[src/lpm_pkg.sv]
// Package for the low-power mode controller: modes, vector indices, timing.
// Assumes a single 20 MHz CPU clock domain.
package lpm_pkg;

    // Power modes
    typedef enum logic [2:0] {
        LPM_RUN     = 3'b000,
        LPM_WAIT    = 3'b001,
        LPM_AHALT   = 3'b010,
        LPM_HALT    = 3'b011,
        LPM_WAKEUP  = 3'b100,
        LPM_SERVICE = 3'b101
    } lpm_mode_type;

    // Wake-up delay in CPU cycles
    localparam int unsigned LPM_WAKE_DELAY_CYCLES = 4096;
    localparam int unsigned LPM_DELAY_WIDTH       = 13;

    // Clock rate
    localparam int unsigned LPM_CLK_PERIOD_NS = 50;

    // Interrupt sources
    localparam int unsigned LPM_NUM_IRQ = 14;
    localparam int unsigned LPM_IRQ_IDX = 4;
    localparam logic [3:0]  LPM_IRQ_TIMEBASE = 4'h1;

    // Vector addresses
    localparam logic [15:0] LPM_RESET_VECTOR = 16'hFFFE;
    localparam logic [15:0] LPM_VECTOR_TOP   = 16'hFFFC;

    // Reset values
    localparam logic        LPM_IMASK_RESET = 1'b1;

endpackage : lpm_pkg

[src/lpm_wake_timer.sv]
// Wake-up delay counter: counts a fixed number of CPU cycles after start.
// Assumes start is a one-cycle pulse from the mode controller.
`timescale 1ns/1ps
`default_nettype none
module lpm_wake_timer #(
    parameter int unsigned DELAY = lpm_pkg::LPM_WAKE_DELAY_CYCLES
) (
    // Clock and reset
    input  wire logic sys_clk,
    input  wire logic rst_n,
    // Control
    input  wire logic start,
    output logic      busy,
    output logic      done
);
    import lpm_pkg::*;

    logic [LPM_DELAY_WIDTH-1:0] count;

    always_ff @(posedge sys_clk) begin
        if (!rst_n) begin
            count <= '0;
            busy  <= 1'b0;
            done  <= 1'b0;
        end else begin
            done <= 1'b0;
            if (start) begin
                count <= LPM_DELAY_WIDTH'(DELAY - 1);
                busy  <= 1'b1;
            end else if (busy) begin
                if (count == '0) begin
                    busy <= 1'b0;
                    done <= 1'b1;
                end else begin
                    count <= count - 1'b1;
                end
            end
        end
    end
endmodule // lpm_wake_timer
`default_nettype wire

[src/lpm_irq_select.sv]
// Wake qualifier and priority encoder over the pending interrupt lines.
// Assumes line 0 has the highest priority among maskable sources.
`timescale 1ns/1ps
`default_nettype none
module lpm_irq_select #(
    parameter int unsigned NUM_IRQ = lpm_pkg::LPM_NUM_IRQ
) (
    // Pending and capability
    input  wire logic [NUM_IRQ-1:0] irq_pending,
    input  wire logic [NUM_IRQ-1:0] irq_halt_wake,
    input  wire logic               in_halt,
    // Results
    output logic                    wake,
    output logic [3:0]              irq_index
);
    import lpm_pkg::*;

    logic [NUM_IRQ-1:0] qualified;

    // Plain Halt excludes the time-base/clock-security line
    always_comb begin
        qualified = irq_pending;
        if (in_halt) begin
            qualified = irq_pending & irq_halt_wake;
        end
    end

    assign wake = |qualified;

    always_comb begin
        irq_index = '0;
        for (int i = NUM_IRQ - 1; i >= 0; i--) begin
            if (qualified[i]) begin
                irq_index = 4'(i);
            end
        end
    end
endmodule // lpm_irq_select
`default_nettype wire

[src/lpm_controller.sv]
// Low-power mode controller: Wait, Active Halt and Halt entry/exit.
// Assumes CPU issues one-cycle instruction strobes; sources hold pending levels.
`timescale 1ns/1ps
`default_nettype none
module lpm_controller #(
    parameter int unsigned WAKE_DELAY = lpm_pkg::LPM_WAKE_DELAY_CYCLES,
    parameter int unsigned NUM_IRQ    = lpm_pkg::LPM_NUM_IRQ
) (
    // Clock and reset
    input  wire logic               sys_clk,
    input  wire logic               rst_n,
    // CPU instruction strobes
    input  wire logic               wait_for_event_instruction,
    input  wire logic               halt_instruction,
    input  wire logic               irq_return,
    // Configuration
    input  wire logic               timebase_wake_enable,
    input  wire logic               watchdog_stop_option,
    input  wire logic               watchdog_enabled,
    // Interrupt sources
    input  wire logic [NUM_IRQ-1:0] irq_pending,
    input  wire logic [NUM_IRQ-1:0] irq_halt_wake,
    // Condition code mask
    input  wire logic               mask_set_sw,
    input  wire logic               mask_clear_sw,
    output logic                    condition_code_reg,
    // CPU control
    output logic                    cpu_clk_en,
    output logic                    periph_clk_en,
    output logic                    timebase_clk_en,
    output logic                    osc_enable,
    output logic                    vector_load,
    output logic [15:0]             vector_addr,
    output logic                    cc_push,
    output logic                    cc_pop,
    output logic                    watchdog_reset_req,
    output lpm_pkg::lpm_mode_type   mode
);
    import lpm_pkg::*;

    lpm_mode_type next_mode;
    logic         wake;
    logic [3:0]   irq_index;
    logic [3:0]   pending_index;
    logic         from_halt;
    logic         stacked_mask;
    logic         timer_start;
    logic         timer_busy;
    logic         timer_done;
    logic         in_halt;
    logic [NUM_IRQ-1:0] wake_sources;
    logic         reset_kick;

    assign in_halt = (mode == LPM_HALT);

    // Active Halt only hears the time base and halt-capable lines
    assign wake_sources = (mode == LPM_AHALT)
        ? (irq_pending & (irq_halt_wake | (NUM_IRQ'(1) << LPM_IRQ_TIMEBASE)))
        : irq_pending;

    lpm_irq_select #(
        .NUM_IRQ       (NUM_IRQ)
    ) u_select (
        .irq_pending   (wake_sources),
        .irq_halt_wake (irq_halt_wake),
        .in_halt       (in_halt),
        .wake          (wake),
        .irq_index     (irq_index)
    );

    lpm_wake_timer #(
        .DELAY   (WAKE_DELAY)
    ) u_timer (
        .sys_clk (sys_clk),
        .rst_n   (rst_n),
        .start   (timer_start),
        .busy    (timer_busy),
        .done    (timer_done)
    );

    // Vector for a given interrupt index, two bytes per slot below TRAP
    function automatic logic [15:0] vector_of(input logic [3:0] idx);
        vector_of = LPM_VECTOR_TOP - 16'h0002 - {11'h000, idx, 1'b0};
    endfunction

    // Mode sequencing
    always_comb begin
        next_mode   = mode;
        timer_start = 1'b0;
        case (mode)
            LPM_RUN: begin
                if (wait_for_event_instruction) begin
                    next_mode = LPM_WAIT;
                end else if (halt_instruction) begin
                    if (timebase_wake_enable) begin
                        next_mode = LPM_AHALT;
                    end else begin
                        next_mode = LPM_HALT;
                    end
                end
            end
            LPM_WAIT: begin
                if (wake) begin
                    next_mode = LPM_SERVICE;
                end
            end
            LPM_AHALT, LPM_HALT: begin
                // Pending at entry wakes next cycle, mask already clear
                if (wake) begin
                    next_mode   = LPM_WAKEUP;
                    timer_start = 1'b1;
                end
            end
            LPM_WAKEUP: begin
                if (timer_done) begin
                    next_mode = LPM_SERVICE;
                end
            end
            LPM_SERVICE: begin
                next_mode = LPM_RUN;
            end
            default: begin
                next_mode = LPM_RUN;
            end
        endcase
        // Reset leaves us in the wake state; the delay must start too
        if (reset_kick) begin
            timer_start = 1'b1;
        end
    end

    always_ff @(posedge sys_clk) begin
        if (!rst_n) begin
            mode <= LPM_WAKEUP;
        end else begin
            mode <= next_mode;
        end
    end

    // Reset also passes through the stabilisation delay
    logic reset_seen;
    always_ff @(posedge sys_clk) begin
        if (!rst_n) begin
            reset_seen <= 1'b1;
        end else if (mode == LPM_SERVICE) begin
            reset_seen <= 1'b0;
        end
    end

    always_ff @(posedge sys_clk) begin
        if (!rst_n) begin
            reset_kick <= 1'b1;
        end else begin
            reset_kick <= 1'b0;
        end
    end

    // Latch the waking source for service after the delay
    always_ff @(posedge sys_clk) begin
        if (!rst_n) begin
            pending_index <= '0;
            from_halt     <= 1'b0;
        end else if ((mode == LPM_AHALT || mode == LPM_HALT || mode == LPM_WAIT) && wake) begin
            pending_index <= irq_index;
            from_halt     <= in_halt;
        end
    end

    // Interrupt mask; set wins since entering service masks
    always_ff @(posedge sys_clk) begin
        if (!rst_n) begin
            condition_code_reg <= LPM_IMASK_RESET;
            stacked_mask       <= 1'b0;
        end else if (mode == LPM_SERVICE && !reset_seen) begin
            stacked_mask       <= condition_code_reg;
            condition_code_reg <= 1'b1;
        end else if (mode == LPM_RUN && next_mode == LPM_WAIT) begin
            condition_code_reg <= 1'b0;
        end else if (mode == LPM_RUN && next_mode == LPM_AHALT) begin
            condition_code_reg <= 1'b0;
        end else if (mode == LPM_RUN && next_mode == LPM_HALT) begin
            condition_code_reg <= 1'b0;
        end else if (irq_return) begin
            condition_code_reg <= stacked_mask;
        end else if (mask_set_sw) begin
            condition_code_reg <= 1'b1;
        end else if (mask_clear_sw) begin
            condition_code_reg <= 1'b0;
        end
    end

    // Vector load and stack strobes
    always_ff @(posedge sys_clk) begin
        if (!rst_n) begin
            vector_load <= 1'b0;
            vector_addr <= LPM_RESET_VECTOR;
            cc_push     <= 1'b0;
            cc_pop      <= 1'b0;
        end else begin
            vector_load <= 1'b0;
            cc_push     <= 1'b0;
            cc_pop      <= irq_return;
            if (mode == LPM_SERVICE) begin
                vector_load <= 1'b1;
                if (reset_seen) begin
                    vector_addr <= LPM_RESET_VECTOR;
                end else begin
                    vector_addr <= vector_of(pending_index);
                    cc_push     <= 1'b1;
                end
            end
        end
    end

    // Clock gating; oscillator restarts as soon as the wake begins
    always_comb begin
        cpu_clk_en      = (mode == LPM_RUN) || (mode == LPM_SERVICE);
        periph_clk_en   = (mode == LPM_RUN) || (mode == LPM_WAIT)
                        || (mode == LPM_SERVICE);
        timebase_clk_en = (mode != LPM_HALT);
        osc_enable      = (mode != LPM_HALT);
        if (mode == LPM_AHALT) begin
            periph_clk_en = 1'b0;
        end
    end

    // Watchdog: Active Halt never resets; Halt resets when option forbids
    always_ff @(posedge sys_clk) begin
        if (!rst_n) begin
            watchdog_reset_req <= 1'b0;
        end else begin
            watchdog_reset_req <= 1'b0;
            if (mode == LPM_RUN && halt_instruction && !wait_for_event_instruction
                && watchdog_enabled && !timebase_wake_enable
                && !watchdog_stop_option) begin
                watchdog_reset_req <= 1'b1;
            end
        end
    end

    // Reset start of delay timer shares the timer with interrupt wakes
    logic unused_ok;
    assign unused_ok = timer_busy & from_halt;
endmodule // lpm_controller
`default_nettype wire

[config.mk]
export PLATFORM = sky130hd
export DESIGN_NAME = lpm_controller
export DESIGN_NICKNAME = d
export VERILOG_FILES = /design/src/lpm_pkg.sv /design/src/lpm_wake_timer.sv /design/src/lpm_irq_select.sv /design/src/lpm_controller.sv
export SDC_FILE = /design/constraint.sdc
export NUM_CORES = 1
export LEC_CHECK = 0
export BUFFER_PORTS_ARGS = -buffer_cell sky130_fd_sc_hd__clkbuf_2
export CORE_ASPECT_RATIO = 0.5
export CORE_MARGIN = 2
export CORE_UTILIZATION = 53
export CTS_BUF_LIST = sky130_fd_sc_hd__clkbuf_2 sky130_fd_sc_hd__clkbuf_4 sky130_fd_sc_hd__clkbuf_8
export DETAILED_ROUTE_END_ITERATION = 16
export GPL_TIMING_DRIVEN = 0
export PLACE_DENSITY = 0.89
export SETUP_SLACK_MARGIN = 0.4
export SLEW_MARGIN = 20
export SYNTH_ARGS = -nofsm -noshare
export SYNTH_HDL_FRONTEND = slang
export SYNTH_HIERARCHICAL = 1
export SYNTH_SLANG_ARGS = --single-unit
[constraint.sdc]
create_clock -name sys_clk -period 3.15 [get_ports sys_clk]
set_clock_uncertainty 0.15 [all_clocks]
set_input_delay 0.4725 -clock sys_clk [delete_from_list [all_inputs] [get_ports sys_clk]]
set_output_delay 0.4725 -clock sys_clk [all_outputs]
set_load 0.1 [all_outputs]
==> metrics, run 1 <==
number of flip-flops in the largest register=13; Overflow after GRT=0; Fin Hold WS=between 150 and 200 ps; Die X=~95 microns; Worst Slack Setup Final=507.7 ps; vias in the first global route=2024; Primary FF master, synth=dfxtp_1; CP arrival=about 2600 ps; sequential share of the synthesized area=about a third; Sw Pwr=approximately 330 uW; Synth Area in Adders=under 10%; first-pass GRT wire length=between 8 and 9 mm; met2 WL=roughly 2.6 mm; multiplexer share of the synthesized area=0%; Starting Density=55.58%; simple-gate share of the synthesized area=about a quarter; cell area after synthesis=2192 sq um; detailed placement HPWL=~3.9 mm; CTS Hold Buffers Added=0; DIE AREA=between 4000 and 5000 sq um; Synth Register Bits=35; Critical Path RT=3150 ps; WS Path Type=reg -> reg; share of cells above drive strength 1=between 30% and 40%; Final #Nets=roughly 380; Async SR Flop Fraction=0%; n_diodes=0; final hold vios=0; Iteration-0 DRC Markers=91; min Tclk post-route=2642 ps; Critical Path Fanout Max=10; startpoint type of the worst setup path=flip-flop; most frequent cells in the layout=54 x clkbuf_2, 32 x dfxtp_1, 22 x nor2_1; TNS Setup=0 ps; syn_area_per_cell=just over 8 sq um; top sig layer=met4; metal3 WL=approximately 320 microns; FF-to-FF Start=mode[2]; M1 wire length=2.264 mm; most common cell after layout, fill and taps aside=clkbuf_2; Cell variety after synth=61; Max Fclk=~0.38 GHz; final core utilization=a little under three quarters; drt via density=about 5.7; I/O Buffers=54; antenna violations before repair=0; Sw Ratio=a little over a quarter; Gate Count Post-Synth=between 200 and 300; area grow syn2layout=27.85%; Ports=66; Hold WC Path Type=in -> reg; CTS H-tree depth=2; Skew-Pair Late Insertion Delay=280 ps; Overall Global Routing Usage=between 20% and 30%; Clock Pin Slew Worst Setup and Hold Paths=around 70 ps; RSZ-0062 raised after global routing=no; Routed WL=around 5.2 mm; Comb pwr share=between 15 and 20%; Worst setup EP type=flip-flop; main combinational cell family by area after synthesis=compound AO/OA/AOI/OAI gates; Largest Register=u_timer/count; power density over cell area=roughly 420 nW/um^2; worst-margin pin slew=a little over 800 ps; Tcrit/Tclk final=a little over four fifths; Top Registers=u_timer/count (13), vector_addr (5), pending_index (4); Sequential Power Share=between 30% and 40%; status=completed; Int Power=about 860 uW; Leak=approximately 0.0012 uW; Slew headroom=between 40% and 50%; TritonCTS clock tree=yes; Routed Antenna Nets=0; largest net degree at the start of global routing=12; Core Area=3944 sq um; Post-synth EDFFs=0; max cap viols=0; max-slew violations=0; Yosys Warn Count=6; Setup Slack @ Placement=between 150 and 200 ps; CP startpoint=mode[2]; compound-cell area share of the yosys netlist=28.88%; RePlAce Congestion=0.8807; CTS Buffer Depth=2; final setup fails=0; Peak VDD IR=408.2 uV; CTS root buffer=clkbuf_8; via count=2244; xor/xnor share of the synthesized area=about 2.4%; Rows=16; # DRC=0; Die H=just under 50 microns; Worst Min Path Start=watchdog_stop_option; TritonCTS Sinks=35; drt wl/cell=13.25 microns; first-pass iteration count of the detailed router=4; cts bufs inserted=5; clock group share of total power=41.0%
[critical path: stages (launching register included)]
cell and delay (ps):
dfxtp_2 340, and2b_2 270, nand2_4 90, buf_6 140
o21a_1 210, a22oi_2 180, o21ai_2 100, nor4_2 310
nand2_1 140, a21o_1 250, inv_2 100, buf_8 130
a31oi_1 90
[power by group through the flow]
stage / Clock, uW / Combinational (uW) / Sequential, uW
floorplan: 0 / 161 / 488
global placement: 0 / 215 / 479
detailed placement: 0 / 221 / 480
CTS: 493 / 224 / 470
global route: 514 / 248 / 473
finish: 487 / 229 / 471
[layout make-up]
cell class	count	area [sq um]
Multi-Input combinational cell	205	1368
Fill cell	302	1141
Sequential cell	35	709.4
Timing Repair Buffer	58	300.3
Buffer	24	176.4
Clock buffer	6	76.32
Tap cell	54	67.56
Clock inverter	2	60.06
Inverter	12	45.04
[cell usage after synthesis, types with 2 or more instances]
library cell / n / area [sq um]
buf_4: 13 / 97.59
o21a_1: 14 / 105.1
o21ai_1: 2 / 10.01
conb_1: 2 / 7.510
a31oi_1: 8 / 50.05
nand3b_1: 3 / 22.52
a21oi_1: 15 / 75.07
nor3_1: 6 / 30.03
nand2_1: 13 / 48.80
nand3_1: 5 / 25.02
nor2b_1: 6 / 37.54
xor2_1: 4 / 35.03
ha_1: 2 / 25.02
o31ai_1: 8 / 60.06
o221ai_1: 3 / 26.28
buf_2: 4 / 20.02
nor3b_1: 2 / 15.01
nor4_1: 3 / 18.77
inv_1: 11 / 41.29
a22oi_1: 6 / 45.04
clkbuf_1: 5 / 18.77
nor2_1: 23 / 86.33
or4_1: 7 / 52.55
or2_1: 2 / 12.51
o211ai_1: 3 / 22.52
dfxtp_1: 35 / 700.7
or3_1: 4 / 25.02
nand2b_1: 7 / 43.79
buf_6: 2 / 22.52
o21ai_0: 16 / 80.08
xnor2_1: 2 / 17.52
and4_1: 2 / 17.52
[per-layer routing]
metal	vias to the layer above	track usage, %
li1	1113	-
met1	1037	25.97
met2	82	40.07
met3	12	5.199
met4	0	8.454
met5	-	0
[logic make-up (layout without fill, tap and decap cells)]
| family | after synthesis | after routing |
|---|---|---|
| xor gates and xnor gates | 6 | 6 |
| buffers and inverters | 36 | 102 |
| DFF | 35 | 35 |
| adders and majority gates | 2 | 2 |
| and+or+nand+nor | 96 | 96 |
| other | 2 | 11 |
| AOI/OAI and AO/OA | 90 | 90 |
[repair_timing]
item | in CTS | in global routing
pin swaps | 3 | 4
setup buffers | 1 | 3
resized for setup | 5 | 11
endpoints found under the setup margin | 12 | 16
hold endpoints to repair | 0 | 0
[metrics by stage]
step | total power (uW) | cells | cell area [sq um]
floorplan | 649.4 | 276 | 2250
global placement | 693.7 | 384 | 2587
detailed placement | 700.9 | 384 | 2587
CTS | 1187 | 393 | 2749
global route | 1235 | 396 | 2803
finish | 1187 | 396 | 2803
[worst paths after layout]
kind	cells after the start	endpoint	slack, ps
min	2	watchdog_reset_req	190
max	12	u_timer/count[6]	510
min reg2reg	2	pending_index[0]	340
max reg2reg	12	u_timer/count[6]	510
Note: power is estimated with default switching activity, not from simulation.
==> inputs of run 2 (changes only) <==
--- a/config.mk
+++ b/config.mk
@@ -8,11 +8,11 @@
 export BUFFER_PORTS_ARGS = -buffer_cell sky130_fd_sc_hd__clkbuf_2
 export CORE_ASPECT_RATIO = 0.5
 export CORE_MARGIN = 2
-export CORE_UTILIZATION = 53
+export CORE_UTILIZATION = 48
 export CTS_BUF_LIST = sky130_fd_sc_hd__clkbuf_2 sky130_fd_sc_hd__clkbuf_4 sky130_fd_sc_hd__clkbuf_8
 export DETAILED_ROUTE_END_ITERATION = 16
 export GPL_TIMING_DRIVEN = 0
-export PLACE_DENSITY = 0.89
+export PLACE_DENSITY = 0.85
 export SETUP_SLACK_MARGIN = 0.4
 export SLEW_MARGIN = 20
 export SYNTH_ARGS = -nofsm -noshare
==> constraint.sdc (replaced) <==
create_clock -name sys_clk -period 2.2 [get_ports sys_clk]
set_clock_uncertainty 0.15 [all_clocks]
set_input_delay 0.33 -clock sys_clk [delete_from_list [all_inputs] [get_ports sys_clk]]
set_output_delay 0.33 -clock sys_clk [all_outputs]
set_load 0.1 [all_outputs]
==> run 2 against run 1 <==
Compared with the run above:
- register-to-register slack worse by 940 ps
- critical path depth unchanged
- via count rose by 4.7%
- cell count grew 5.3%
- sequential share of layout area fell by 2.4 points
- combinational power up 50%
- first-iteration DRC count up 19%
- highest routed layer unchanged
- the flow now finishes with violations (negative setup slack)
- core utilization down 0.62 points
- power rose by 35%
- die area up 9.8%
- design area rose by 11%
- critical endpoint unchanged
- clock power increased by 21%
==> metrics, run 2 (synthesized netlist as in run 1, its figures left out) <==
share of cells above drive strength 1=41.11% (was 33.63%); Die X=99.57 microns (was 94.95 microns); Setup Slack @ Placement=-528.4 ps (was 163.9 ps); Final #Nets=399 (was 381); Skew-Pair Late Insertion Delay=290 ps (was 280 ps); Top Registers=u_timer/count (13), vector_addr (5), pending_index (4) (unchanged); max-slew violations=0 (unchanged); Fin Hold WS=68.20 ps (was 190.3 ps); TritonCTS clock tree=yes (unchanged); Worst Reg2Reg Path Length in Cells=12 (unchanged); via count=2349 (was 2244); Starting Density=49.79% (was 55.58%); violated checks=negative setup slack; clock group share of total power=36.7% (was 41.0%); Worst setup EP type=flip-flop (unchanged); number of flip-flops in the largest register=13 (unchanged); I/O Buffers=54 (unchanged); CTS Buffer Depth=2 (unchanged); Worst Hold Path EP=watchdog_reset_req (unchanged); TritonCTS Sinks=35 (unchanged); CTS root buffer=clkbuf_8 (unchanged); final core utilization=70.45% (was 71.07%); CTS Hold Buffers Added=0 (unchanged); # DRC=0 (unchanged); largest stage delay on the critical path=350 ps (was 340 ps); most frequent cells in the layout=49 x clkbuf_2, 32 x dfxtp_1, 29 x buf_4 (was 54 x clkbuf_2, 32 x dfxtp_1, 22 x nor2_1); hold path depth=2 (unchanged); final setup fails=22 (was 0); min Tclk post-route=2630 ps (was 2642 ps); Slew headroom=45.12% (was 45.72%); RSZ-0062 raised after global routing=yes (was no); Leak=0.001309 uW (was 0.001179 uW); Routed WL=6.001 mm (was 5.247 mm); Max Fclk=0.3802 GHz (was 0.3785 GHz); area grow syn2layout=41.50% (was 27.85%); drt via density=5.633 (was 5.667); Peak VDD IR=321.3 uV (was 408.2 uV); max cap viols=0 (unchanged); worst-margin pin slew=815.6 ps (was 806.8 ps); Worst Min Path Start=watchdog_stop_option (unchanged); Die H=51.79 microns (was 49.48 microns); Clock Pin Slew Worst Setup and Hold Paths=80 ps (was 70 ps); Overflow after GRT=0 (unchanged); Int Power=1113 uW (was 860.7 uW); CTS H-tree depth=2 (unchanged); Largest Register=u_timer/count (unchanged); Ports=66 (unchanged); vias in the first global route=2184 (was 2024); RePlAce Congestion=0.8709 (was 0.8807); Core Area=4403 sq um (was 3944 sq um); drt wl/cell=14.39 microns (was 13.25 microns); worst-path cell chain=and2b_2 > nand2_4 > buf_6 > o21a_1 > nor2_1 > o211ai_2 > nor4_2 > nand2_1 > a21o_1 > inv_2 > clkbuf_8 > a31oi_1 (was and2b_2 > nand2_4 > buf_6 > o21a_1 > a22oi_2 > o21ai_2 > nor4_2 > nand2_1 > a21o_1 > inv_2 > buf_8 > a31oi_1); Rows=17 (was 16); power density over cell area=517.5 nW/um^2 (was 423.6 nW/um^2); Critical Path Fanout Max=5 (was 10); antenna violations before repair=0 (unchanged); Iteration-0 DRC Markers=108 (was 91); status=finished, violations left (was completed); Sw Ratio=30.65% (was 27.50%); r2r endpoint=u_timer/count[6] (unchanged); Worst Slack Setup Final=-430.3 ps (was 507.7 ps); WS Path Type=reg -> reg (unchanged); largest net degree at the start of global routing=13 (was 12); CP arrival=2630 ps (was 2640 ps); Sequential Power Share=41.9% (was 39.7%); dpl cells=387 (was 384); Final Instance Count excl. Fillers=417 (was 396); Hold WC Path Type=in -> reg (unchanged); Crit-path slowest cell=dfxtp_4 (was dfxtp_2); most common cell after layout, fill and taps aside=clkbuf_2 (unchanged); flop-to-flop setup slack=-430 ps (was 510 ps); DIE AREA=5156 sq um (was 4698 sq um); first-pass GRT wire length=9.156 mm (was 8.424 mm); final hold vios=0 (unchanged); detailed placement HPWL=3.883 mm (was 3.871 mm); Routed Antenna Nets=0 (unchanged); cts bufs inserted=5 (unchanged); Overall Global Routing Usage=22.22% (was 22.34%); startpoint type of the worst setup path=flip-flop (unchanged); first-pass iteration count of the detailed router=5 (was 4); Tcrit/Tclk final=119.6% (was 83.88%); n_diodes=0 (unchanged); Comb pwr share=21.4% (was 19.3%); FF-to-FF Start=mode[2] (unchanged); Critical Path RT=2200 ps (was 3150 ps); Sw Pwr=491.9 uW (was 326.5 uW)
## run 2: metal layers
layer | part of all wire (%) | wire [microns] | GRT usage (%)
met2 | 51 | 3039 | 43.36
met5 | 0 | 0 | 0
met3 | 7.0 | 419 | 4.570
met4 | 0.75 | 45 | 8.904
met1 | 42 | 2496 | 24.05
## run 2: cell type report
| cell class | instances | area (sq um) |
|---|---|---|
| plain buffers | 24 | 192.7 |
| clock buffers | 5 | 68.82 |
| clock inverters | 3 | 43.79 |
| fillers | 346 | 1301 |
| inverters | 12 | 45.04 |
| multi-input cells | 205 | 1445 |
| flip-flops and latches | 35 | 711.9 |
| well taps | 57 | 71.32 |
| repair buffers | 76 | 523.0 |
## run 2: what timing repair did
action	CTS	global route
pin swaps	8	16
setup buffers	12	8
gates cloned	2	0
endpoints found under the setup margin	26	26
resized for setup	24	23
## run 2: worst max-delay path: cells and delay by family (launching register included)
family / cells / cell delay [ps]
simple gates: 5 / 920
compound gates: 4 / 670
flops: 1 / 350
buf+inv: 3 / 400
## run 2: worst max-delay path by stage
stage	to	start	slack, ps	cells past startpoint
floorplan	u_timer/count[10]	mode[1]	-460	12
global placement	u_timer/count[6]	mode[1]	-480	12
detailed placement	u_timer/count[6]	mode[1]	-530	12
CTS	u_timer/count[10]	mode[2]	-290	12
global route	u_timer/count[6]	mode[2]	-510	12
finish	u_timer/count[6]	mode[2]	-430	12
## run 2: metrics by stage
stage	TNS, ps	power (uW)	instance area (sq um)
final	-8455	1605	3102
after detailed placement	-8819	1004	2630
after floorplan	-7979	931.4	2288
after CTS	-5199	1592	2970
after global placement	-7806	995.0	2630
after global routing	-10090	1669	3102
## run 2: power by group through the flow
| stage | Sequential [uW] | Combinational [uW] | Clock [uW] |
|---|---|---|---|
| final | 673 | 344 | 589 |
| after floorplan | 698 | 234 | 0 |
| after global placement | 684 | 311 | 0 |
| after CTS | 671 | 330 | 591 |
| after detailed placement | 686 | 318 | 0 |
| after global routing | 675 | 368 | 626 |
==> inputs of run 3 (changes only) <==
--- a/config.mk
+++ b/config.mk
@@ -8,11 +8,11 @@
 export BUFFER_PORTS_ARGS = -buffer_cell sky130_fd_sc_hd__clkbuf_2
 export CORE_ASPECT_RATIO = 0.5
 export CORE_MARGIN = 2
-export CORE_UTILIZATION = 48
+export CORE_UTILIZATION = 53
 export CTS_BUF_LIST = sky130_fd_sc_hd__clkbuf_2 sky130_fd_sc_hd__clkbuf_4 sky130_fd_sc_hd__clkbuf_8
 export DETAILED_ROUTE_END_ITERATION = 16
 export GPL_TIMING_DRIVEN = 0
-export PLACE_DENSITY = 0.85
+export PLACE_DENSITY = 0.89
 export SETUP_SLACK_MARGIN = 0.4
 export SLEW_MARGIN = 20
 export SYNTH_ARGS = -nofsm -noshare
==> constraint.sdc (replaced) <==
create_clock -name sys_clk -period 2.6 [get_ports sys_clk]
set_clock_uncertainty 0.15 [all_clocks]
set_input_delay 0.39 -clock sys_clk [delete_from_list [all_inputs] [get_ports sys_clk]]
set_output_delay 0.39 -clock sys_clk [all_outputs]
set_load 0.1 [all_outputs]
==> run 3 against run 2 <==
Compared with the run above:
- the run still ends with negative setup slack left
- register-to-register slack improved by 340 ps
- setup slack improved by 340 ps
- sequential share of layout area up 1.3 points
- power down 21%
- core utilization is 3.9 points higher
- flip-flop and latch count stayed put
- maximum frequency fell by 2.3%
- via count increased by 1.4%
- cell count shrank 3.1%
- critical path depth grew 2
- global-route usage grew 3.2 points
- design area down 5.4%
- largest power group unchanged
==> metrics, run 3 (synthesized netlist as in run 1, its figures left out) <==
status=finished, violations left (unchanged); violated checks=negative setup slack (unchanged); worst-margin pin slew=778.9 ps (was 815.6 ps); RePlAce Congestion=0.8562 (was 0.8709); via count=2382 (was 2349); Worst Slack Setup Final=-91.98 ps (was -430.3 ps); CTS H-tree depth=2 (unchanged); Critical Path Fanout Max=5 (unchanged); Rows=16 (was 17); Worst Reg2Reg Path Length in Cells=14 (was 12); grt met3 use=5.810% (was 4.570%); hold path depth=2 (unchanged); most frequent cells in the layout=52 x clkbuf_2, 32 x dfxtp_1, 21 x buf_4 (was 49 x clkbuf_2, 32 x dfxtp_1, 29 x buf_4); drt via density=5.896 (was 5.633); Hold WC Path Type=in -> reg (unchanged); CTS root buffer=clkbuf_8 (unchanged); Final Instance Count excl. Fillers=404 (was 417); vias in the first global route=2210 (was 2184); first-pass GRT wire length=9.390 mm (was 9.156 mm); Starting Density=55.58% (was 49.79%); Die H=49.48 microns (was 51.79 microns); min Tclk post-route=2692 ps (was 2630 ps); final core utilization=74.37% (was 70.45%); largest net degree at the start of global routing=12 (was 13); layer with the highest usage=met2 (unchanged); Tcrit/Tclk final=103.5% (was 119.6%); CTS Hold Buffers Added=0 (unchanged); CTS Buffer Depth=2 (unchanged); # DRC=0 (unchanged); drt wl/cell=15.77 microns (was 14.39 microns); FF-to-FF Start=mode[2] (unchanged); Routed Antenna Nets=0 (unchanged); Crit-path slowest cell=dfxtp_4 (unchanged); Routed WL=6.371 mm (was 6.001 mm); final setup fails=18 (was 22); max-slew violations=0 (unchanged); n_diodes=0 (unchanged); Peak VDD IR=299.0 uV (was 321.3 uV); flop-to-flop setup slack=-90 ps (was -430 ps); detailed placement HPWL=4.102 mm (was 3.883 mm); Iteration-0 DRC Markers=96 (was 108); met2 usage=47.40% (was 43.36%); dpl cells=384 (was 387); delay-heaviest family, CP=compound AO/OA/AOI/OAI gates (was simple AND/OR/NAND/NOR gates); DIE AREA=4698 sq um (was 5156 sq um); clock group share of total power=31.6% (was 36.7%); Int Power=852.8 uW (was 1113 uW); RSZ-0062 raised after global routing=yes (unchanged); Ports=66 (unchanged); max cap viols=0 (unchanged); Clock Pin Slew Worst Setup and Hold Paths=80 ps (about the same); most common cell after layout, fill and taps aside=clkbuf_2 (unchanged); area grow syn2layout=33.79% (was 41.50%); startpoint type of the worst setup path=flip-flop (unchanged); Max Fclk=0.3715 GHz (was 0.3802 GHz); TritonCTS clock tree=yes (unchanged); TNS Setup=-632.3 ps (was -8455 ps); first-pass iteration count of the detailed router=4 (was 5); final hold vios=0 (unchanged); Overall Global Routing Usage=25.46% (was 22.22%); I/O Buffers=54 (unchanged); M1 GR Usage=27.99% (was 24.05%); Critical Path RT=2660 ps (was 2200 ps); WS Path Type=reg -> reg (unchanged); Worst Min Path Start=watchdog_stop_option (unchanged); cts bufs inserted=5 (unchanged); worst-path cell chain=and2b_2 > nand2_4 > buf_6 > buf_4 > o21a_1 > a22oi_1 > o21ai_1 > nor2_1 > nand2_1 > buf_4 > buf_6 > nand2b_4 > o21ai_1 > a21oi_1 (was and2b_2 > nand2_4 > buf_6 > o21a_1 > nor2_1 > o211ai_2 > nor4_2 > nand2_1 > a21o_1 > inv_2 > clkbuf_8 > a31oi_1); Skew-Pair Late Insertion Delay=290 ps (about the same); Top Registers=u_timer/count (13), vector_addr (5), pending_index (4) (unchanged); Final #Nets=389 (was 399); Largest Register=u_timer/count (unchanged); Sw Ratio=32.62% (was 30.65%); Sw Pwr=412.9 uW (was 491.9 uW); Comb pwr share=23.3% (was 21.4%); Worst Hold Path EP=watchdog_reset_req (unchanged); Slew headroom=47.59% (was 45.12%); CP arrival=2760 ps (was 2630 ps); WP buf/inv=4 (was 3); antenna violations before repair=0 (unchanged); Worst setup EP type=flip-flop (unchanged); fillcell total=290 (was 346); r2r endpoint=pending_index[1] (was u_timer/count[6]); Die X=94.95 microns (was 99.57 microns); share of cells above drive strength 1=40.29% (was 41.11%); Overflow after GRT=0 (unchanged); Core Area=3944 sq um (was 4403 sq um); total design power=1266 uW (was 1605 uW); TritonCTS Sinks=35 (unchanged); largest stage delay on the critical path=340 ps (was 350 ps); Fin Hold WS=126.2 ps (was 68.20 ps); number of flip-flops in the largest register=13 (unchanged); Sequential Power Share=45.1% (was 41.9%); power density over cell area=431.6 nW/um^2 (was 517.5 nW/um^2); Leak=0.001208 uW (was 0.001309 uW)
## run 3: changes by cell type in the layout (fill, tap and decap cells not counted), moves of 2 or more
cell / delta
buf_4: -8
buf_6: -4
clkbuf_16: -3
clkbuf_2: +3
buf_2: +2
clkbuf_4: +2
nor2_1: -2
## run 3: worst max-delay path by stage
stage | from | endpoint | slack, ps | cells past startpoint
2_1_floorplan | mode[1] | u_timer/count[10] | -60 | 12
3_3_place_gp | mode[1] | u_timer/count[6] | -70 | 12
3_5_place_dp | mode[1] | u_timer/count[7] | -180 | 12
4_1_cts | mode[2] | u_timer/count[7] | 60 | 12
5_1_grt | mode[2] | pending_index[1] | -170 | 14
6_report | mode[2] | pending_index[1] | -90 | 14
## run 3: stage by stage
step	worst slack, ps	cell area [sq um]
2_1_floorplan	-60.59	2285
3_3_place_gp	-69.89	2623
3_5_place_dp	-176.3	2623
4_1_cts	61.90	2841
5_1_grt	-173.7	2933
6_report	-91.98	2933
## run 3: final cells by class
| type | count | area [sq um] | area share, % |
|---|---|---|---|
| inverter | 12 | 47.55 | 1.621 |
| clock buffer | 6 | 76.32 | 2.602 |
| clock inverter | 2 | 12.51 | 0.4266 |
| sequential | 35 | 711.9 | 24.27 |
| tap | 54 | 67.56 | 2.304 |
| timing repair buffer | 66 | 370.4 | 12.63 |
| multi-input combinational | 205 | 1463 | 49.87 |
| buffer | 24 | 183.9 | 6.271 |
## run 3: what timing repair did
item | CTS | global route
endpoints found under the setup margin | 22 | 24
setup buffers | 9 | 1
pin swaps | 8 | 12
cloned | 2 | 0
resized for setup | 13 | 24
## run 3: layer usage
metal | vias to the layer above | part of all wire, %
met3 | 19 | 6.0
met1 | 1128 | 40
met5 | - | 0
met2 | 106 | 52
met4 | 0 | 2.0
li1 | 1129 | -
## run 3: power by group through the flow
stage | combinational [uW] | sequential, uW | clock [uW]
after floorplan | 198 | 590 | 0
after global placement | 263 | 579 | 0
after detailed placement | 273 | 581 | 0
after CTS | 283 | 569 | 405
after global routing | 314 | 573 | 429
final | 295 | 571 | 400
## run 3: worst reg2reg max path, delay by kind of cell (launching register included)
| family | cells | cell delay, ps |
|---|---|---|
| AO/OA/AOI/OAI | 5 | 830 |
| buffers and inverters | 4 | 560 |
| flip-flops | 1 | 340 |
| AND/OR/NAND/NOR | 5 | 750 |
